**config.mk**
```make
export PLATFORM = sky130hd
export DESIGN_NAME = haptic_i2c_slave_interface
export DESIGN_NICKNAME = d
export VERILOG_FILES = /design/src/rtl/haptic_i2c_slave_interface.v /design/src/rtl/i2c_line_sync.v
export VERILOG_INCLUDE_DIRS = /design/src /design/src/rtl
export SDC_FILE = /design/constraint.sdc
export NUM_CORES = 1
export LEC_CHECK = 0
export BUFFER_PORTS_ARGS = -buffer_cell sky130_fd_sc_hd__buf_2
export CORE_MARGIN = 2
export CORE_UTILIZATION = 50
export CTS_CLUSTER_DIAMETER = 50
export DETAILED_ROUTE_END_ITERATION = 8
export GPL_TIMING_DRIVEN = 0
export PLACE_DENSITY = 0.73
export SLEW_MARGIN = 20
export SYNTH_ARGS = -nofsm -noshare
export SYNTH_HDL_FRONTEND = slang
export SYNTH_SLANG_ARGS = --single-unit
```
**constraint.sdc**
```tcl
create_clock -name clk_i -period 2.8 [get_ports clk_i]
set_input_delay 0 -clock clk_i [delete_from_list [all_inputs] [get_ports clk_i]]
set_output_delay 0 -clock clk_i [all_outputs]
set_load 0.01 [all_outputs]
```
**src/rtl/haptic_i2c_consts.vh**
```
`ifndef HAPTIC_I2C_CONSTS_VH
`define HAPTIC_I2C_CONSTS_VH

// Register indices held inside the interface
`define MODE_REG_ADDR 8'h08
`define ADDR_REG_ADDR 8'h09

// Reset values
`define MODE_REG_RESET 8'h40
`define BASE_ADDR_RESET 7'h4A

// Field positions in the mode register
`define WR_MODE_BIT 7
`define TO_ENABLE_BIT 6

// Host settle time after address-pin change, and its count at 50 MHz
`define CLK_PERIOD_NS 20
`define ADDR_SETTLE_US 50
`define ADDR_SETTLE_CYCLES ((`ADDR_SETTLE_US * 1000) / `CLK_PERIOD_NS)

`endif

```
**src/rtl/haptic_i2c_slave_interface.v**
```verilog
`timescale 1ns/10ps
`default_nettype none
`include "haptic_i2c_consts.vh"

// How it works
// Base slave address is a 7-bit register field, resetting to 0x4A.
// Effective address is base with its two low bits taken from address pins.
// Address pins are read live; a pin change moves the effective address.
// Host waits 50 us after changing address pins before addressing device.
// Bus clock up to 1 MHz is followed; clock line is never stretched.
// Device is slave only and never starts a transfer.
// Address and data move as eight-bit groups, most significant bit first.
// While enabled, device acknowledges its own address in the next clock.
// Write is start, address, register, data, stop; every byte acknowledged.
// Read writes register pointer, restarts with read bit, ends in NAK and stop.
// Write-mode 0: master ACK after a read byte advances pointer without limit.
// Reading a register that does not exist returns zero.
// In page mode host reuses the same slave address after repeated start.
// Write-mode 0: further data bytes go to incremented addresses, all acked.
// Write-mode 1: register/data pairs repeat; each data uses preceding address.
// Write-mode 1: stop inside a message returns to idle; start restarts the address phase.
// Mode 0 allows incrementing and plain access; mode 1 only non-incrementing.
// Bus lines are only pulled low, never driven high.
// On address mismatch the data line stays released for the whole transfer.
module haptic_i2c_slave_interface (
    input wire clk_i,
    input wire rst_i,
    input wire if_enable_i,
    input wire scl_i,
    output wire scl_o,
    output wire scl_oe_o,
    input wire sda_i,
    output wire sda_o,
    output reg sda_oe_o,
    input wire addr_sel_1_i,
    input wire addr_sel_0_i,
    output reg reg_wr_o,
    output reg [7:0] reg_waddr_o,
    output reg [7:0] reg_wdata_o,
    output reg reg_rd_o,
    output reg [7:0] reg_raddr_o,
    input wire [7:0] reg_rdata_i,
    input wire reg_hit_i,
    output wire wr_mode_o,
    output wire timeout_en_o
);
    localparam [2:0] ST_IDLE = 3'd0;
    localparam [2:0] ST_RX = 3'd1;
    localparam [2:0] ST_ACK = 3'd2;
    localparam [2:0] ST_TX = 3'd3;
    localparam [2:0] ST_RACK = 3'd4;
    localparam [2:0] ST_IGNORE = 3'd5;

    localparam [1:0] RX_SLAVE = 2'd0;
    localparam [1:0] RX_REG = 2'd1;
    localparam [1:0] RX_DATA = 2'd2;

    // Mode register reset value, split into its two stored bits at reset
    localparam [7:0] MODE_RESET = `MODE_REG_RESET;

    wire scl_s;
    wire scl_p;
    wire sda_s;
    wire sda_p;
    wire [1:0] pins_s;

    // Mode register: only bits 7 and 6 are stored, the rest read as zero
    reg wr_mode;
    reg to_enable;
    reg [6:0] base_addr;

    reg [2:0] state;
    reg [1:0] rx_kind;
    reg [1:0] next_kind;
    reg next_is_tx;
    reg [2:0] bit_cnt;
    reg [7:0] shift;
    reg got_byte;
    reg [7:0] pointer;
    reg [7:0] tx;
    reg rack_ok;

    wire scl_rise;
    wire scl_fall;
    wire start_cond;
    wire stop_cond;
    wire [6:0] eff_addr;
    wire [7:0] rd_value;

    i2c_line_sync #(.W(2), .INIT(2'b11)) u_bus_sync (
        .clk_i(clk_i),
        .rst_i(rst_i),
        .d_i({scl_i, sda_i}),
        .q_o({scl_s, sda_s}),
        .q_prev_o({scl_p, sda_p})
    );

    i2c_line_sync #(.W(2), .INIT(2'b00)) u_pin_sync (
        .clk_i(clk_i),
        .rst_i(rst_i),
        .d_i({addr_sel_1_i, addr_sel_0_i}),
        .q_o(pins_s),
        .q_prev_o()
    );

    assign scl_rise = scl_s & ~scl_p;
    assign scl_fall = ~scl_s & scl_p;
    assign start_cond = scl_s & scl_p & sda_p & ~sda_s;
    assign stop_cond = scl_s & scl_p & ~sda_p & sda_s;

    // Pins are resampled every cycle through two sync stages, so a change takes effect two clocks later
    assign eff_addr = {base_addr[6:2], pins_s};

    // The clock line is never pulled: no stretching, no arbitration
    assign scl_o = 1'b0;
    assign scl_oe_o = 1'b0;

    // Data line is only ever pulled low; enable alone decides the level
    assign sda_o = 1'b0;

    assign wr_mode_o = wr_mode;
    assign timeout_en_o = to_enable;

    // Registers 0x08 and 0x09 live here; writes to them never reach the external port
    function is_mode_reg;
        input [7:0] addr;
        begin
            is_mode_reg = (addr == `MODE_REG_ADDR);
        end
    endfunction

    function is_base_reg;
        input [7:0] addr;
        begin
            is_base_reg = (addr == `ADDR_REG_ADDR);
        end
    endfunction

    // Pointer wraps at eight bits on both the write and the read path
    function [7:0] step_pointer;
        input [7:0] addr;
        begin
            step_pointer = addr + 8'h01;
        end
    endfunction

    // Open drain: a one is sent by letting go of the line, a zero by pulling
    function pull_for;
        input level;
        begin
            pull_for = ~level;
        end
    endfunction

    function [7:0] read_value;
        input [7:0] addr;
        input [7:0] ext_data;
        input ext_hit;
        input mode_bit;
        input to_bit;
        input [6:0] base;
        begin
            if (is_mode_reg(addr)) begin
                read_value = {mode_bit, to_bit, 6'h00};
            end else if (is_base_reg(addr)) begin
                read_value = {1'b0, base};
            end else if (ext_hit) begin
                read_value = ext_data;
            end else begin
                read_value = 8'h00;
            end
        end
    endfunction

    assign rd_value = read_value(pointer, reg_rdata_i, reg_hit_i, wr_mode, to_enable, base_addr);

    always @(posedge clk_i) begin
        if (rst_i) begin
            state <= ST_IDLE;
            rx_kind <= RX_SLAVE;
            next_kind <= RX_SLAVE;
            next_is_tx <= 1'b0;
            bit_cnt <= 3'd0;
            shift <= 8'h00;
            got_byte <= 1'b0;
            pointer <= 8'h00;
            tx <= 8'h00;
            rack_ok <= 1'b0;
            sda_oe_o <= 1'b0;
            // Stored mode bits come from the mode register's reset value
            wr_mode <= MODE_RESET[`WR_MODE_BIT];
            to_enable <= MODE_RESET[`TO_ENABLE_BIT];
            base_addr <= `BASE_ADDR_RESET;
            reg_wr_o <= 1'b0;
            reg_waddr_o <= 8'h00;
            reg_wdata_o <= 8'h00;
            reg_rd_o <= 1'b0;
            reg_raddr_o <= 8'h00;
        end else begin
            reg_wr_o <= 1'b0;
            reg_rd_o <= 1'b0;
            // External port follows the pointer one clock behind; reads settle before use
            reg_raddr_o <= pointer;
            if (!if_enable_i) begin
                // Disabled interface watches nothing and lets go of the bus
                state <= ST_IDLE;
                sda_oe_o <= 1'b0;
            end else if (start_cond) begin
                // Start and repeated start both begin a new address phase
                state <= ST_RX;
                rx_kind <= RX_SLAVE;
                bit_cnt <= 3'd0;
                got_byte <= 1'b0;
                sda_oe_o <= 1'b0;
            end else if (stop_cond) begin
                state <= ST_IDLE;
                sda_oe_o <= 1'b0;
            end else begin
                case (state)
                    ST_IDLE: begin
                        sda_oe_o <= 1'b0;
                    end
                    ST_RX: begin
                        if (scl_rise) begin
                            shift <= {shift[6:0], sda_s};
                            bit_cnt <= bit_cnt + 3'd1;
                            if (bit_cnt == 3'd7) begin
                                got_byte <= 1'b1;
                            end
                        end else if (scl_fall && got_byte) begin
                            got_byte <= 1'b0;
                            bit_cnt <= 3'd0;
                            case (rx_kind)
                                RX_SLAVE: begin
                                    if (shift[7:1] == eff_addr) begin
                                        sda_oe_o <= 1'b1;
                                        state <= ST_ACK;
                                        next_is_tx <= shift[0];
                                        next_kind <= RX_REG;
                                    end else begin
                                        state <= ST_IGNORE;
                                    end
                                end
                                RX_REG: begin
                                    pointer <= shift;
                                    sda_oe_o <= 1'b1;
                                    state <= ST_ACK;
                                    next_is_tx <= 1'b0;
                                    next_kind <= RX_DATA;
                                end
                                RX_DATA: begin
                                    sda_oe_o <= 1'b1;
                                    state <= ST_ACK;
                                    next_is_tx <= 1'b0;
                                    if (is_mode_reg(pointer)) begin
                                        wr_mode <= shift[`WR_MODE_BIT];
                                        to_enable <= shift[`TO_ENABLE_BIT];
                                    end else if (is_base_reg(pointer)) begin
                                        base_addr <= shift[6:0];
                                    end else begin
                                        reg_wr_o <= 1'b1;
                                        reg_waddr_o <= pointer;
                                        reg_wdata_o <= shift;
                                    end
                                    if (wr_mode) begin
                                        // Next byte names a fresh register
                                        next_kind <= RX_REG;
                                    end else begin
                                        pointer <= step_pointer(pointer);
                                        next_kind <= RX_DATA;
                                    end
                                end
                                default: begin
                                    state <= ST_IGNORE;
                                end
                            endcase
                        end
                    end
                    ST_ACK: begin
                        if (scl_fall) begin
                            if (next_is_tx) begin
                                // Read data is fetched at the ack's end, MSB first
                                tx <= rd_value;
                                reg_rd_o <= 1'b1;
                                sda_oe_o <= pull_for(rd_value[7]);
                                bit_cnt <= 3'd1;
                                state <= ST_TX;
                            end else begin
                                sda_oe_o <= 1'b0;
                                rx_kind <= next_kind;
                                bit_cnt <= 3'd0;
                                state <= ST_RX;
                            end
                        end
                    end
                    ST_TX: begin
                        if (scl_fall) begin
                            if (bit_cnt == 3'd0) begin
                                // Eighth bit done: let go so the master can answer
                                sda_oe_o <= 1'b0;
                                rack_ok <= 1'b0;
                                state <= ST_RACK;
                            end else begin
                                sda_oe_o <= pull_for(tx[6]);
                                tx <= {tx[6:0], 1'b0};
                                bit_cnt <= bit_cnt + 3'd1;
                            end
                        end
                    end
                    ST_RACK: begin
                        if (scl_rise) begin
                            // In write-mode 0 the pointer moves on the master's ack so the fetch at the fall sees it
                            rack_ok <= ~sda_s;
                            if (!sda_s && !wr_mode) begin
                                pointer <= step_pointer(pointer);
                            end
                        end else if (scl_fall) begin
                            if (rack_ok) begin
                                tx <= rd_value;
                                reg_rd_o <= 1'b1;
                                sda_oe_o <= pull_for(rd_value[7]);
                                bit_cnt <= 3'd1;
                                state <= ST_TX;
                            end else begin
                                // NAK ends the read; wait for stop
                                state <= ST_IGNORE;
                            end
                        end
                    end
                    ST_IGNORE: begin
                        // A foreign or finished transfer is sat out until start or stop
                        sda_oe_o <= 1'b0;
                    end
                    default: begin
                        state <= ST_IDLE;
                        sda_oe_o <= 1'b0;
                    end
                endcase
            end
        end
    end
endmodule

`default_nettype wire

```
**src/rtl/i2c_line_sync.v**
```verilog
`timescale 1ns/10ps
`default_nettype none

// Two-stage synchroniser with one extra stage for edge detection
module i2c_line_sync #(
    parameter W = 1,
    parameter [W-1:0] INIT = {W{1'b1}}
) (
    input wire clk_i,
    input wire rst_i,
    input wire [W-1:0] d_i,
    output reg [W-1:0] q_o,
    output reg [W-1:0] q_prev_o
);
    reg [W-1:0] meta;

    always @(posedge clk_i) begin
        if (rst_i) begin
            meta <= INIT;
            q_o <= INIT;
            q_prev_o <= INIT;
        end else begin
            meta <= d_i;
            q_o <= meta;
            q_prev_o <= q_o;
        end
    end
endmodule

`default_nettype wire

```
==> results by group <==
GRT
  • Gr usage total: 0.246
  • First-pass GRT wire length: between 15 and 20 mm
  • Remaining global-route overflow: 0
  • Gr busiest metal: met2
  • Vias in the first global route: about 3500
  • M3 GR Usage: 0.0482
  • Initial antenna violation count: 0
  • Met2 usage in global routing: 0.407
  • Met1 Use GR: 0.315
  • Largest net degree at the start of global routing: 16

Floorplan
  • Area of the core: just under 8000 sq um
  • I/O pins: between 40 and 50
  • # rows: 32
  • Die Area: 8850 sq um
  • Initial core utilization: 0.520
  • Die Span Y: approximately 94 um
  • Die W: 94.1 um

Yosys
  • Count leader, synth: dfxtp_1
  • Post-synthesis async set-or-reset flop share: 0
  • Post-synth EDFFs: 0
  • Cell variety after synth: 66
  • Synth area leaders: dfxtp_1 (40%), nand2_1 (7.4%), mux2i_1 (5.2%), a21oi_1 (5.1%), nor2_1 (3.6%)
  • Post-synthesis sequential area ratio: 0.404
  • List of most frequent post-synthesis cells: dfxtp_1 (82), nand2_1 (80), a21oi_1 (41), nor2_1 (39), mux2i_1 (21)
  • Yosys top cell area share: 0.404
  • Mapped Cells: 485
  • Top_reg_cell synth: dfxtp_1
  • Leading area contributor after synthesis: dfxtp_1
  • Post-synthesis register bit count: a little over 80
  • Synth Area per Inst: approximately 8.4 sq um
  • Post-Syn Area: between 4000 and 5000 sq um
  • Synth warnings: 0

Setup path
  • Endpoint class of the critical path: flop
  • Critical Path Start: pointer[0]
  • Critical path class: reg2reg
  • Crit-path max FO: 10
  • CP required: just over 3 ns
  • Crit-path cells: inv_1 -> ha_1 -> clkbuf_1 -> nor2_1 -> nand3b_1 -> nand3_1 -> clkbuf_1 -> nand2_1 -> a21oi_1
  • CP max stage cell: dfxtp_1
  • Most frequent CP cell: clkbuf_1
  • Critical Path Start Type: flop
  • Reg2reg start: pointer[0]
  • Slowest cell delay on critical path: 0.38 ns
  • CP arrival: 2.74 ns

Detailed routing
  • Starting DRC count in detailed routing: 313
  • Overall via count from detail_route: around 3700
  • DRT Pass-1 Iters: 5
  • WL final: 10.5 mm
  • Remaining antenna violation count after routing: 0
  • DR DRC count: 0
  • Vias per cell: approximately 5.7
  • Routed WL per cell: 16.1 um

Power and ir drop
  • Total power: 2.25 mW
  • LEAKAGE: ~1.8 nW
  • Peak VDD IR: about 0.31 mV
  • Pwr dens: a little under 500 nW/um^2

Run status
  • Status: finished clean

Clock network
  • CTS max path bufs: 2
  • # H-tree levels: 3
  • CTS Buf Count: 9
  • CTS Sinks: between 80 and 90
  • CTS resizes: 0
  • CTS tree: yes
  • Worst-path clk slew: around 0.1 ns
  • Clock root buffer: clkbuf_8
  • Worst-Skew Late Latency: approximately 0.36 ns

Placed design
  • Input/output buffers: 43
  • Placed cell area: about 4400 sq um
  • Post-Place Worst Slack: between 0.3 and 0.4 ns
  • HPWL after DPL: approximately 7.5 mm
  • Gpl congestion: between 0.9 and 1

Timing
  • Clk_skew: 0.0137 ns
  • Final setup viols: 0
  • RSZ-0062 raised after global routing: no
  • Final slew viol count: 0
  • Final worst path period need: about 2.4 ns
  • Fin. Hold Viols: 0
  • Slew HR: 0.457
  • Worst Tran Pin Value: ~0.8 ns
  • Period utilization: 0.871
  • FMAX: slightly above 0.4 GHz
  • Total negative setup slack: 0 ns
  • PnR worst setup slack: 0.360 ns

Finish
  • Share of cells above drive strength 1: 0.165
  • Final-layout fill cell count: 700
  • Post-route cell area: between 4000 and 5000 sq um
  • Area occupied by multi-input gates: between 2000 and 2500 sq um
  • Area grow syn2layout: 15.7%
  • Reg area: approximately 1600 sq um
  • Nets: 573
  • Ant diodes: 0

Run
  • Max Cap Viol: 0

Min path
  • Hold Crit Class: in2reg
  • HP Start: if_enable_i
==> flip-flops by register name (all words and copies together) (netlist names), 2 cells and up <==
| register | count |
|---|---|
| pointer | 8 |
| reg_raddr_o | 8 |
| reg_waddr_o | 8 |
| reg_wdata_o | 8 |
| shift | 8 |
| base_addr | 7 |
| tx | 7 |
| bit_cnt | 3 |
| state | 3 |
| next_kind | 2 |
| rx_kind | 2 |
| u_bus_sync.meta | 2 |
| u_bus_sync.q_o | 2 |
| u_bus_sync.q_prev_o | 2 |
| u_pin_sync.meta | 2 |
| u_pin_sync.q_o | 2 |
==> critical path: cells and delay by family (launching register included) <==
family / cells / cell delay, ns
AO/OA/AOI/OAI: 1 / 0.15
adder cells (fa/ha/maj): 1 / 0.15
buffers and inverters: 3 / 0.84
AND/OR/NAND/NOR: 4 / 0.85
flip-flops: 1 / 0.38
==> metrics by stage <==
step,hold slack (ns),utilization,cells
floorplan,0.0801,-,487
finish,0.0324,0.601,654
CTS,0.0102,0.601,654
detailed placement,0.189,0.565,632
global route,0.0342,0.601,654
global placement,0.190,0.565,632
==> report_power, final <==
group	internal [mW]	leakage (nW)	switching (mW)
Combinational	0.0408	1.06	0.0676
Sequential	1.17	0.663	0.00389
Clock	0.508	0.106	0.462
==> area by class of cell <==
type	count	area share
multi-input cells	361	0.474
flip-flops and latches	82	0.350
repair buffers	49	0.0586
plain buffers	32	0.0333
well taps	102	0.0272
clock buffers	9	0.0264
clock inverters	7	0.0216
inverters	12	0.00959
==> cell families (layout without fill, tap and decap cells) <==
kind of cell             after synthesis  in the layout  share of synthesized area
adder cells (fa/ha/maj)               10             10                     0.0308
other                                  1              3                   0.000924
AO/OA/AOI/OAI                        115            115                      0.188
multiplexers                          21             21                     0.0518
AND/OR/NAND/NOR                      203            203                      0.255
flip-flops                            82             82                      0.404
buffers and inverters                 44            109                     0.0496
XOR/XNOR                               9              9                     0.0194
==> metal layers <==
layer,up-vias,part of all wire,wire [um]
li1,1833,-,-
met2,141,0.48,5000
met3,23,0.063,664
met1,1752,0.44,4610
met4,0,0.022,235
met5,-,0,0
==> cells in the final DEF, fill, tap and decap left out, types with 9 or more instances in the layout <==
cell type  count
dfxtp_1       82
nand2_1       80
buf_2         51
a21oi_1       41
nor2_1        39
mux2i_1       21
o21ai_0       17
clkbuf_1      15
inv_1         12
nor2b_1       12
nand2b_1      11
ha_1          10
nand3_1        9
clkbuf_8       9
==> path summary, 6_finish.rpt <==
kind | end | slack, ns | cells after the start
max | reg_waddr_o[1] | 0.36 | 9
min | rx_kind[0] | 0.03 | 3
max reg2reg | reg_waddr_o[1] | 0.36 | 9
min reg2reg | u_bus_sync.q_o[1] | 0.41 | 1
==> what timing repair did <==
action	4_1_cts	5_1_grt
hold buffers	6	0
buffers inserted	0	0
endpoints found under the hold margin	10	0
No activity file was read; power rests on OpenSTA's default activity.
